## config.mk

```make
export PLATFORM = sky130hd
export DESIGN_NAME = motion_interrupt_pin_control
export DESIGN_NICKNAME = d
export VERILOG_FILES = /design/src/rtl/motion_irq_pkg.sv /design/src/rtl/motion_interrupt_pin_control.sv /design/src/rtl/pin_hold_timer.sv
export SDC_FILE = /design/constraint.sdc
export NUM_CORES = 2
export LEC_CHECK = 0
export BUFFER_PORTS_ARGS = -buffer_cell sky130_fd_sc_hd__buf_2
export CAP_MARGIN = 20
export CORE_ASPECT_RATIO = 1.4
export CORE_MARGIN = 2
export CORE_UTILIZATION = 65
export CTS_BUF_LIST = sky130_fd_sc_hd__clkbuf_2 sky130_fd_sc_hd__clkbuf_4 sky130_fd_sc_hd__clkbuf_8
export CTS_CLUSTER_SIZE = 28
export DETAILED_ROUTE_END_ITERATION = 8
export PLACE_DENSITY = 0.79
export SYNTH_ARGS = -nofsm -noshare
export SYNTH_HDL_FRONTEND = slang
export SYNTH_HIERARCHICAL = 1
export SYNTH_SLANG_ARGS = --single-unit
```

## constraint.sdc

```tcl
create_clock -name mclk -period 29.9 [get_ports mclk]
set_input_delay 0 -clock mclk [delete_from_list [all_inputs] [get_ports mclk]]
set_output_delay 0 -clock mclk [all_outputs]
set_load 0.02 [all_outputs]
```

## src/rtl/motion_irq_pkg.sv

```systemverilog
// register map, field layout, reset values and timing of the motion interrupt block
// assumes a 100 MHz mclk and 12-bit two's complement samples from the data path
package motion_irq_pkg;

  // register offsets
  localparam logic [7:0] ADDR_AXIS_EN = 8'h16;
  localparam logic [7:0] ADDR_MAP1 = 8'h19;
  localparam logic [7:0] ADDR_MAP2 = 8'h1a;
  localparam logic [7:0] ADDR_PINCFG = 8'h20;
  localparam logic [7:0] ADDR_HOLD = 8'h21;
  localparam logic [7:0] ADDR_SLOPE_DUR = 8'h27;
  localparam logic [7:0] ADDR_SLOPE_THR = 8'h28;
  localparam logic [7:0] ADDR_SKIP_LO = 8'h29;
  localparam logic [7:0] ADDR_SIG_CTRL = 8'h2a;
  localparam logic [7:0] ADDR_PROOF = 8'h2b;

  // writable bits of each register, the rest read as zero
  localparam logic [7:0] MASK_AXIS_EN = 8'h07;
  localparam logic [7:0] MASK_MAP1 = 8'ha5;
  localparam logic [7:0] MASK_MAP2 = 8'he7;
  localparam logic [7:0] MASK_PINCFG = 8'h0f;
  localparam logic [7:0] MASK_HOLD = 8'h0f;
  localparam logic [7:0] MASK_SLOPE_DUR = 8'h03;
  localparam logic [7:0] MASK_FULL = 8'hff;
  localparam logic [7:0] MASK_SIG_CTRL = 8'h07;
  localparam logic [7:0] MASK_PROOF = 8'h7f;

  // reset values
  localparam logic [7:0] RST_ZERO = 8'h00;
  localparam logic [7:0] RST_PINCFG = 8'h05;
  localparam logic [7:0] RST_SLOPE_THR = 8'h14;
  localparam logic [7:0] RST_SKIP_LO = 8'h96;
  localparam logic [7:0] RST_SIG_CTRL = 8'h02;
  localparam logic [7:0] RST_PROOF = 8'h32;

  // field positions
  localparam int SIG_TO_FIRST_BIT = 0;
  localparam int SLOPE_TO_FIRST_BIT = 2;
  localparam int SLOPE_TO_SECOND_BIT = 5;
  localparam int SIG_TO_SECOND_BIT = 7;
  localparam int NEW_TO_FIRST_BIT = 0;
  localparam int WM_TO_FIRST_BIT = 1;
  localparam int FULL_TO_FIRST_BIT = 2;
  localparam int FULL_TO_SECOND_BIT = 5;
  localparam int WM_TO_SECOND_BIT = 6;
  localparam int NEW_TO_SECOND_BIT = 7;
  localparam int FIRST_POL_BIT = 0;
  localparam int FIRST_DRIVE_BIT = 1;
  localparam int SECOND_POL_BIT = 2;
  localparam int SECOND_DRIVE_BIT = 3;
  localparam int HOLD_CLEAR_BIT = 7;
  localparam int SKIP_MSB_BIT = 0;
  localparam int SIG_EN_BIT = 1;
  localparam int SLOPE_EN_BIT = 2;

  // hold mode codes
  localparam logic [3:0] MODE_PLAIN_A = 4'h0;
  localparam logic [3:0] MODE_LATCH_A = 4'h7;
  localparam logic [3:0] MODE_PLAIN_B = 4'h8;
  localparam logic [3:0] MODE_LATCH_B = 4'hf;

  // range codes, threshold step in 1/100 mg and full span in mg
  localparam logic [3:0] RANGE_2G = 4'h3;
  localparam logic [3:0] RANGE_4G = 4'h5;
  localparam logic [3:0] RANGE_8G = 4'h8;
  localparam logic [15:0] THR_STEP_2G = 16'd391;
  localparam logic [15:0] THR_STEP_4G = 16'd781;
  localparam logic [15:0] THR_STEP_8G = 16'd1563;
  localparam logic [15:0] SPAN_2G_MG = 16'd4000;
  localparam logic [15:0] SPAN_4G_MG = 16'd8000;
  localparam logic [15:0] SPAN_8G_MG = 16'd16000;
  localparam logic [15:0] SAMPLE_COUNTS = 16'd4096;
  localparam logic [15:0] CENTI = 16'd100;

  // timing: a 250 us base tick drives every timer
  localparam int CLK_PERIOD_NS = 10;
  localparam int TICK_US = 250;
  localparam int TICK_CYCLES = (TICK_US * 1000 + CLK_PERIOD_NS - 1) / CLK_PERIOD_NS;
  localparam int SIG_STEP_MS = 20;
  localparam logic [6:0] SIG_STEP_TICKS = 7'(SIG_STEP_MS * 1000 / TICK_US);
  localparam int HOLD_250US_US = 250;
  localparam int HOLD_500US_US = 500;
  localparam int HOLD_1MS_US = 1000;
  localparam int HOLD_12P5MS_US = 12500;
  localparam int HOLD_25MS_US = 25000;
  localparam int HOLD_50MS_US = 50000;
  localparam int HOLD_250MS_MS = 250;
  localparam int HOLD_500MS_MS = 500;
  localparam int HOLD_1S_MS = 1000;
  localparam int HOLD_2S_MS = 2000;
  localparam int HOLD_4S_MS = 4000;
  localparam int HOLD_8S_MS = 8000;

  typedef enum logic [1:0] {
    SIG_IDLE = 2'b00,
    SIG_SKIP = 2'b01,
    SIG_PROOF = 2'b10
  } sig_state_t;

  // base ticks that a temporary hold mode keeps the pin asserted
  function automatic logic [15:0] hold_ticks(input logic [3:0] mode);
    case (mode)
      4'h1: hold_ticks = 16'(HOLD_250MS_MS * 1000 / TICK_US);
      4'h2: hold_ticks = 16'(HOLD_500MS_MS * 1000 / TICK_US);
      4'h3: hold_ticks = 16'(HOLD_1S_MS * 1000 / TICK_US);
      4'h4: hold_ticks = 16'(HOLD_2S_MS * 1000 / TICK_US);
      4'h5: hold_ticks = 16'(HOLD_4S_MS * 1000 / TICK_US);
      4'h6: hold_ticks = 16'(HOLD_8S_MS * 1000 / TICK_US);
      4'h9: hold_ticks = 16'(HOLD_250US_US / TICK_US);
      4'ha: hold_ticks = 16'(HOLD_500US_US / TICK_US);
      4'hb: hold_ticks = 16'(HOLD_1MS_US / TICK_US);
      4'hc: hold_ticks = 16'(HOLD_12P5MS_US / TICK_US);
      4'hd: hold_ticks = 16'(HOLD_25MS_US / TICK_US);
      4'he: hold_ticks = 16'(HOLD_50MS_US / TICK_US);
      default: hold_ticks = 16'h0000;
    endcase
  endfunction : hold_ticks

endpackage : motion_irq_pkg

```

## src/rtl/motion_interrupt_pin_control.sv

```systemverilog
// interrupt routing, pin drive and motion detection of a 3-axis accelerometer
// assumes events and samples are synchronous to mclk; registers via a simple port
`timescale 1ns/1ps
module motion_interrupt_pin_control #(
  parameter int TICK_CYCLES = motion_irq_pkg::TICK_CYCLES
) (
  // clock and reset
  input wire logic mclk,
  input wire logic rst_n,
  // register port
  input wire logic regWrEn,
  input wire logic regRdEn,
  input wire logic [7:0] regAddr,
  input wire logic [7:0] regWrData,
  output logic [7:0] regRdData,
  // data path events
  input wire logic newSample,
  input wire logic watermarkLevel,
  input wire logic fullLevel,
  // samples
  input wire logic sampleValid,
  input wire logic [11:0] accelX,
  input wire logic [11:0] accelY,
  input wire logic [11:0] accelZ,
  input wire logic [3:0] rangeCode,
  // interrupt pins
  output logic firstIrqPinOut,
  output logic firstIrqPinOe,
  output logic secondIrqPinOut,
  output logic secondIrqPinOe,
  // motion event pulses
  output logic slopeMotionPulse,
  output logic sigmotionPulse
);

  typedef struct packed {
    logic [7:0] axisEn;
    logic [7:0] map1;
    logic [7:0] map2;
    logic [7:0] pinCfg;
    logic [7:0] holdCfg;
    logic [7:0] slopeDur;
    logic [7:0] slopeThr;
    logic [7:0] skipLo;
    logic [7:0] sigCtrl;
    logic [7:0] proof;
    logic [7:0] rdData;
    logic clrPulse;
    logic [11:0] prevX;
    logic [11:0] prevY;
    logic [11:0] prevZ;
    logic havePrev;
    logic [2:0] slopeCnt;
    logic anyPulse;
    logic sigPulse;
    logic [15:0] tickCnt;
    logic tick;
    motion_irq_pkg::sig_state_t sig;
    logic [6:0] sigTicks;
    logic [8:0] sigSteps;
    logic [1:0] pinOut;
    logic [1:0] pinOe;
  } ctrl_state_t;

  ctrl_state_t s;
  ctrl_state_t n;
  logic firstActive;
  logic secondActive;
  logic firstSource;
  logic secondSource;
  logic motionNow;

  // magnitude of the change between two samples
  function automatic logic [12:0] abs_diff(input logic [11:0] a, input logic [11:0] b);
    logic signed [12:0] d;
    d = 13'(signed'(a)) - 13'(signed'(b));
    abs_diff = d[12] ? 13'(-d) : 13'(d);
  endfunction : abs_diff

  // slope in mg against setting times the range step, both scaled to 1/100 mg
  function automatic logic over_thr(input logic [12:0] diff, input logic [7:0] thr,
                                    input logic [3:0] range);
    logic [15:0] step;
    logic [15:0] span;
    logic [47:0] lhs;
    logic [47:0] rhs;
    case (range)
      motion_irq_pkg::RANGE_4G: begin
        step = motion_irq_pkg::THR_STEP_4G;
        span = motion_irq_pkg::SPAN_4G_MG;
      end
      motion_irq_pkg::RANGE_8G: begin
        step = motion_irq_pkg::THR_STEP_8G;
        span = motion_irq_pkg::SPAN_8G_MG;
      end
      default: begin
        step = motion_irq_pkg::THR_STEP_2G;
        span = motion_irq_pkg::SPAN_2G_MG;
      end
    endcase
    lhs = 48'(diff) * 48'(span) * 48'(motion_irq_pkg::CENTI);
    rhs = 48'(thr) * 48'(step) * 48'(motion_irq_pkg::SAMPLE_COUNTS);
    over_thr = lhs > rhs;
  endfunction : over_thr

  // any enabled axis over threshold on this sample
  always_comb begin
    motionNow = sampleValid && s.havePrev && (
      (s.axisEn[0] && over_thr(abs_diff(accelX, s.prevX), s.slopeThr, rangeCode)) ||
      (s.axisEn[1] && over_thr(abs_diff(accelY, s.prevY), s.slopeThr, rangeCode)) ||
      (s.axisEn[2] && over_thr(abs_diff(accelZ, s.prevZ), s.slopeThr, rangeCode)));
  end

  // event routing onto each pin
  always_comb begin
    firstSource = (s.map2[motion_irq_pkg::NEW_TO_FIRST_BIT] && newSample) ||
                  (s.map2[motion_irq_pkg::WM_TO_FIRST_BIT] && watermarkLevel) ||
                  (s.map2[motion_irq_pkg::FULL_TO_FIRST_BIT] && fullLevel) ||
                  (s.map1[motion_irq_pkg::SIG_TO_FIRST_BIT] && s.sigPulse) ||
                  (s.map1[motion_irq_pkg::SLOPE_TO_FIRST_BIT] && s.anyPulse);
    secondSource = (s.map2[motion_irq_pkg::NEW_TO_SECOND_BIT] && newSample) ||
                   (s.map2[motion_irq_pkg::FULL_TO_SECOND_BIT] && fullLevel) ||
                   (s.map2[motion_irq_pkg::WM_TO_SECOND_BIT] && watermarkLevel) ||
                   (s.map1[motion_irq_pkg::SIG_TO_SECOND_BIT] && s.sigPulse) ||
                   (s.map1[motion_irq_pkg::SLOPE_TO_SECOND_BIT] && s.anyPulse);
  end

  always_comb begin
    n = s;
    n.clrPulse = 1'b0;
    n.anyPulse = 1'b0;
    n.sigPulse = 1'b0;

    // register writes
    if (regWrEn) begin
      case (regAddr)
        motion_irq_pkg::ADDR_AXIS_EN: n.axisEn = regWrData & motion_irq_pkg::MASK_AXIS_EN;
        motion_irq_pkg::ADDR_MAP1: n.map1 = regWrData & motion_irq_pkg::MASK_MAP1;
        motion_irq_pkg::ADDR_MAP2: n.map2 = regWrData & motion_irq_pkg::MASK_MAP2;
        motion_irq_pkg::ADDR_PINCFG: n.pinCfg = regWrData & motion_irq_pkg::MASK_PINCFG;
        motion_irq_pkg::ADDR_HOLD: begin
          n.holdCfg = regWrData & motion_irq_pkg::MASK_HOLD;
          n.clrPulse = regWrData[motion_irq_pkg::HOLD_CLEAR_BIT];
        end
        motion_irq_pkg::ADDR_SLOPE_DUR: n.slopeDur = regWrData & motion_irq_pkg::MASK_SLOPE_DUR;
        motion_irq_pkg::ADDR_SLOPE_THR: n.slopeThr = regWrData & motion_irq_pkg::MASK_FULL;
        motion_irq_pkg::ADDR_SKIP_LO: n.skipLo = regWrData & motion_irq_pkg::MASK_FULL;
        motion_irq_pkg::ADDR_SIG_CTRL: n.sigCtrl = regWrData & motion_irq_pkg::MASK_SIG_CTRL;
        motion_irq_pkg::ADDR_PROOF: n.proof = regWrData & motion_irq_pkg::MASK_PROOF;
        default: n.axisEn = s.axisEn;
      endcase
    end

    // register reads, answered on the next edge
    if (regRdEn) begin
      case (regAddr)
        motion_irq_pkg::ADDR_AXIS_EN: n.rdData = s.axisEn;
        motion_irq_pkg::ADDR_MAP1: n.rdData = s.map1;
        motion_irq_pkg::ADDR_MAP2: n.rdData = s.map2;
        motion_irq_pkg::ADDR_PINCFG: n.rdData = s.pinCfg;
        motion_irq_pkg::ADDR_HOLD: n.rdData = s.holdCfg;
        motion_irq_pkg::ADDR_SLOPE_DUR: n.rdData = s.slopeDur;
        motion_irq_pkg::ADDR_SLOPE_THR: n.rdData = s.slopeThr;
        motion_irq_pkg::ADDR_SKIP_LO: n.rdData = s.skipLo;
        motion_irq_pkg::ADDR_SIG_CTRL: n.rdData = s.sigCtrl;
        motion_irq_pkg::ADDR_PROOF: n.rdData = s.proof;
        default: n.rdData = 8'h00;
      endcase
    end

    // base tick
    n.tick = 1'b0;
    if (s.tickCnt >= 16'(TICK_CYCLES - 1)) begin
      n.tickCnt = 16'h0000;
      n.tick = 1'b1;
    end else begin
      n.tickCnt = s.tickCnt + 16'h0001;
    end

    // any-motion: consecutive samples over threshold
    if (sampleValid) begin
      n.prevX = accelX;
      n.prevY = accelY;
      n.prevZ = accelZ;
      n.havePrev = 1'b1;
      if (!s.sigCtrl[motion_irq_pkg::SLOPE_EN_BIT] || !motionNow) begin
        n.slopeCnt = 3'h0;
      end else if (s.slopeCnt <= 3'(s.slopeDur[1:0])) begin
        n.slopeCnt = s.slopeCnt + 3'h1;
        n.anyPulse = (s.slopeCnt == 3'(s.slopeDur[1:0]));
      end
    end

    // significant motion: skip, then proof
    case (s.sig)
      motion_irq_pkg::SIG_IDLE: begin
        if (motionNow) begin
          n.sig = motion_irq_pkg::SIG_SKIP;
          n.sigSteps = {s.sigCtrl[motion_irq_pkg::SKIP_MSB_BIT], s.skipLo};
          n.sigTicks = 7'h00;
        end
      end
      motion_irq_pkg::SIG_SKIP: begin
        if (s.sigSteps == 9'h000) begin
          n.sig = motion_irq_pkg::SIG_PROOF;
          n.sigSteps = {2'b00, s.proof[6:0]};
          n.sigTicks = 7'h00;
        end
      end
      motion_irq_pkg::SIG_PROOF: begin
        if (motionNow) begin
          n.sigPulse = 1'b1;
          n.sig = motion_irq_pkg::SIG_IDLE;
        end else if (s.sigSteps == 9'h000) begin
          n.sig = motion_irq_pkg::SIG_IDLE;
        end
      end
      default: n.sig = motion_irq_pkg::SIG_IDLE;
    endcase
    if (s.sig != motion_irq_pkg::SIG_IDLE && s.sigSteps != 9'h000 && s.tick) begin
      if (s.sigTicks == motion_irq_pkg::SIG_STEP_TICKS - 7'h01) begin
        n.sigTicks = 7'h00;
        n.sigSteps = s.sigSteps - 9'h001;
      end else begin
        n.sigTicks = s.sigTicks + 7'h01;
      end
    end
    if (!s.sigCtrl[motion_irq_pkg::SIG_EN_BIT]) begin
      n.sig = motion_irq_pkg::SIG_IDLE;
      n.sigPulse = 1'b0;
    end

    // polarity and drive type applied last
    if (s.pinCfg[motion_irq_pkg::FIRST_DRIVE_BIT]) begin
      n.pinOut[0] = 1'b0;
      n.pinOe[0] = !(firstActive == s.pinCfg[motion_irq_pkg::FIRST_POL_BIT]);
    end else begin
      n.pinOut[0] = firstActive == s.pinCfg[motion_irq_pkg::FIRST_POL_BIT];
      n.pinOe[0] = 1'b1;
    end
    if (s.pinCfg[motion_irq_pkg::SECOND_DRIVE_BIT]) begin
      n.pinOut[1] = 1'b0;
      n.pinOe[1] = !(secondActive == s.pinCfg[motion_irq_pkg::SECOND_POL_BIT]);
    end else begin
      n.pinOut[1] = secondActive == s.pinCfg[motion_irq_pkg::SECOND_POL_BIT];
      n.pinOe[1] = 1'b1;
    end
  end

  always_ff @(posedge mclk or negedge rst_n) begin
    if (!rst_n) begin
      s <= '0;
      s.pinCfg <= motion_irq_pkg::RST_PINCFG;
      s.slopeThr <= motion_irq_pkg::RST_SLOPE_THR;
      s.skipLo <= motion_irq_pkg::RST_SKIP_LO;
      s.sigCtrl <= motion_irq_pkg::RST_SIG_CTRL;
      s.proof <= motion_irq_pkg::RST_PROOF;
      s.axisEn <= motion_irq_pkg::RST_ZERO;
      s.pinOut <= 2'b00;
      s.pinOe <= 2'b11;
      s.sig <= motion_irq_pkg::SIG_IDLE;
    end else begin
      s <= n;
    end
  end

  // hold stage of each pin
  pin_hold_timer firstHold (
    .mclk(mclk),
    .rst_n(rst_n),
    .tick(s.tick),
    .source(firstSource),
    .mode(s.holdCfg[3:0]),
    .clear(s.clrPulse),
    .active(firstActive)
  );

  pin_hold_timer secondHold (
    .mclk(mclk),
    .rst_n(rst_n),
    .tick(s.tick),
    .source(secondSource),
    .mode(s.holdCfg[3:0]),
    .clear(s.clrPulse),
    .active(secondActive)
  );

  assign regRdData = s.rdData;
  assign firstIrqPinOut = s.pinOut[0];
  assign firstIrqPinOe = s.pinOe[0];
  assign secondIrqPinOut = s.pinOut[1];
  assign secondIrqPinOe = s.pinOe[1];
  assign slopeMotionPulse = s.anyPulse;
  assign sigmotionPulse = s.sigPulse;

endmodule : motion_interrupt_pin_control

```

## src/rtl/pin_hold_timer.sv

```systemverilog
// one interrupt pin's hold stage: non-latched, temporary or latched
// assumes tick is a one-cycle pulse every base tick period
`timescale 1ns/1ps
module pin_hold_timer (
  // clock and reset
  input wire logic mclk,
  input wire logic rst_n,
  // control
  input wire logic tick,
  input wire logic source,
  input wire logic [3:0] mode,
  input wire logic clear,
  // result
  output logic active
);

  typedef struct packed {
    logic active;
    logic [15:0] ticks;
  } hold_state_t;

  hold_state_t s;
  hold_state_t n;

  always_comb begin
    n = s;
    if (mode == motion_irq_pkg::MODE_PLAIN_A || mode == motion_irq_pkg::MODE_PLAIN_B) begin
      n.active = source;
      n.ticks = 16'h0000;
    end else if (mode == motion_irq_pkg::MODE_LATCH_A || mode == motion_irq_pkg::MODE_LATCH_B) begin
      n.ticks = 16'h0000;
      if (source) begin
        n.active = 1'b1;
      end else if (clear) begin
        n.active = 1'b0;
      end
    end else begin
      if (source) begin
        n.ticks = motion_irq_pkg::hold_ticks(mode);
      end else if (tick && s.ticks != 16'h0000) begin
        n.ticks = s.ticks - 16'h0001;
      end
      n.active = source || (n.ticks != 16'h0000);
    end
  end

  always_ff @(posedge mclk or negedge rst_n) begin
    if (!rst_n) begin
      s <= '0;
    end else begin
      s <= n;
    end
  end

  assign active = s.active;

endmodule : pin_hold_timer

```

==> run_results.csv <==
group,metric,value,unit
sta,timing.slew.headroom,0.2037,
cts,clockBufferDepth,2,
critical_path,arrival,15.45,ns
sta,drv_slew,0,
logic_synthesis,synth_nets,4986,
route,route.detailed.drc,0,
place,dpl-instance-area,35010,um2
die,coreArea,51900,um2
sta,fin_hold_ws,0.08596,ns
sta,final_period_minus_worst_setup_slack,15.01,ns
grt,grt_pass1_vias,28120,
logic_synthesis,synth_cell_types,104,
cts,cts.repair.resized,0,
place,place_worst_setup_slack,15.02,ns
grt,track_usage,0.2988,
cells_and_area,drive_above_1_share,0.06964,
critical_path,r2r_slack,14.89,ns
critical_path,crit_type,"flop to flop",
cells_and_area,finalInstanceArea,35960,um2
critical_path,crit_family,"adder cells",
sta,finalWorstSetupSlack,14.89,ns
route,drt-pass1-iter-count,8,
logic_synthesis,synth_flop_cell,"dfrtp_1",
sta,max_freq,0.06661,GHz
cts,cts.sink_count,173,
grt,antenna_found_initial,2,
outcome,status,"completed",
die,die-area,54250,um2
cts,cts_htree_levels,4,
logic_synthesis,synth_edf_count,0,
critical_path,cp.buffers_inverters,6,
critical_path,critPathMaxFanout,15,
cells_and_area,area_growth,5.619,%
route,routed_wirelength,78840,um
grt,grt_pass1_wl,130800,um
critical_path,worst_path_max_delay_cell,"xor2_1",
sta,rsz0062_at_grt,"no",
logic_synthesis,ys_seq_area_frac,0.1277,
sta,setup_viol,0,
cts,cts_root_buf,"clkbuf_8",
cts,clkLatencyLatePin,0.57,ns
die,start_util,0.6560,
cells_and_area,nNetsFinal,5064,
logic_synthesis,syn_area_per_cell,8.570,um2
route,via_count,27480,
route,antenna_left,0,
sta,finalSetupTns,0,ns
route,drt_iter0_markers,1068,
critical_path,cp-end-kind,"flop",
cts,cts_tree,"yes",
cts,cts_buffers,17,
grt,grt-ovfl-total,0,
cts,clkTransAtPathRegs,0.12,ns
logic_synthesis,synthCells,3973,
place,dp_hpwl,65260,um
cts,post_cts_buffers,0,
die,fp.dieH,274.8,um
sta,finalCritPeriodShare,0.5021,
grt,grt_max_degree,76,
logic_synthesis,yosys_warnings,6,
flow_run,cap_violations,0,
die,ios,78,
route,vias_per_cell,5.819,
sta,fin_skew,0.03100,ns
min_path,min_path_type,"primary input to flop",
die,rows,99,
critical_path,cpPeakStageDelay,0.91,ns
sta,tightest_slew,1.190,ns
critical_path,cp.required,30.34,ns
sta,finalHoldViolations,0,
logic_synthesis,synthArstFlopShare,1.000,
die,dieWidth,197.4,um
critical_path,start_kind,"flop",
place,port_buffers,77,
place,gp_congestion,0.9635,
route,avgRoutedWirePerCell,16.70,um
logic_synthesis,ys_ff_latch,173,
logic_synthesis,synth_area,34050,um2
-- synth_stat cells, drive strengths merged, types with 15 or more instances --
master	n	area [um2]
a21boi	25	187.7
or3	21	131.4
nor3b	18	145.1
buf	20	121.4
o21ai	184	920.9
a211oi	24	195.2
xnor2	117	1044
inv	764	2868
dfrtp	159	3979
or2	19	118.9
nand2	279	1047
nand2b	32	200.2
a21oi	188	952.2
fa	330	6606
nor3	56	327.8
mux2	57	641.9
and2	40	257.8
o211ai	15	112.6
nand3	61	305.3
a21o	55	416.7
xor2	76	665.6
nor2b	52	325.3
nor4	22	195.2
nor2	345	1295
ha	619	7745
clkbuf	68	282.8
o21a	19	142.6
nand4	29	193.9
mux2i	15	150.1
and3	33	220.2
a31oi	20	140.1
-- layout by cell type, fill, tap and decap left out, types with 10 or more instances in the layout --
cell type and instances:
dfrtp_1 159, nand3_1 61, a21o_1 52, inv_1 762
dlygate4sd3_1 50, o21ai_0 174, a31oi_1 19, fa_1 330
nand2b_1 32, xor2_1 76, o21ai_1 10, o211ai_1 15
nand2_1 279, o21bai_1 14, o22ai_1 10, nand4_1 27
nor2_1 345, a21oi_1 184, or3_1 20, nor3b_1 16
a211oi_1 21, or2_2 17, nor2b_1 52, and2_1 36
o31a_1 10, a22oi_1 12, nor4_1 17, mux2i_1 15
mux2_2 57, ha_1 619, nor3_1 48, buf_4 19
dfstp_2 14, buf_2 76, xnor2_1 116, o21a_1 19
a21boi_0 24, clkbuf_8 18, and3_1 28
-- registers in the layout, indices dropped and copies added (netlist names), 8 cells and up --
signal,cells
s,125
firstHold/s,16
secondHold/s,16
regRdData,8
-- worst paths after layout --
check	to	from	depth (start not counted)
max	s[4]	s[69]	57
min	regRdData[4]	regAddr[6]	5
max reg2reg	s[4]	s[69]	57
min reg2reg	s[23]	s[23]	1
max in group asynchronous	s[57]	rst_n	5
min in group asynchronous	secondHold/s[4]	rst_n	4
-- metrics by stage --
| stage | utilization | cells |
|---|---|---|
| finish | 0.6929 | 4722 |
| CTS | 0.6925 | 4718 |
| global placement | 0.6745 | 4635 |
| global route | 0.6928 | 4721 |
| floorplan | - | 3973 |
| detailed placement | 0.6745 | 4635 |
-- worst reg2reg max path, delay by kind of cell, from the launching register on --
kind	cells	cell delay, ns
AOI/OAI and AO/OA	24	4.99
xor gates and xnor gates	3	1.31
adders and majority gates	13	5.30
buffers and inverters	6	0.44
DFF	1	0.42
and+or+nand+nor	11	2.44
-- metal layers --
layer  up-vias  wire length [um]  track usage
met5         -                 9            0
met4         2              4845       0.1708
met3       245              2510      0.03580
met2       590             42210       0.5717
met1     13320             29260       0.3137
li1      13320                 -            -
-- kinds of logic (layout without fill, tap and decap cells) --
group / count (synthesis) / after routing / synth area share
compound gates: 677 / 677 / 0.1281
mux: 72 / 72 / 0.02326
simple gates: 1056 / 1056 / 0.1531
fa+ha+maj: 949 / 949 / 0.4215
buf+inv: 852 / 943 / 0.09610
other cells: 1 / 3 / 0.0001101
xor+xnor: 193 / 193 / 0.05020
flops: 173 / 173 / 0.1277
-- area by class of cell --
| type | instances | area (um2) |
|---|---|---|
| clock inverters | 14 | 165.2 |
| repair buffers | 147 | 1055 |
| diodes | 2 | 5.005 |
| multi-input cells | 2948 | 26450 |
| fillers | 4173 | 15940 |
| well taps | 656 | 820.8 |
| flip-flops and latches | 173 | 4347 |
| inverters | 764 | 2868 |
| clock buffers | 18 | 247.7 |
-- what timing repair did --
action / CTS / global route
endpoints found under the hold margin: 134 / 0
hold buffers: 51 / 0
endpoints found under the setup margin: 0 / 0
Power is left out: the tool's default activity adds up to more than one toggle a clock period on the data nets, which glitch-free logic cannot reach.
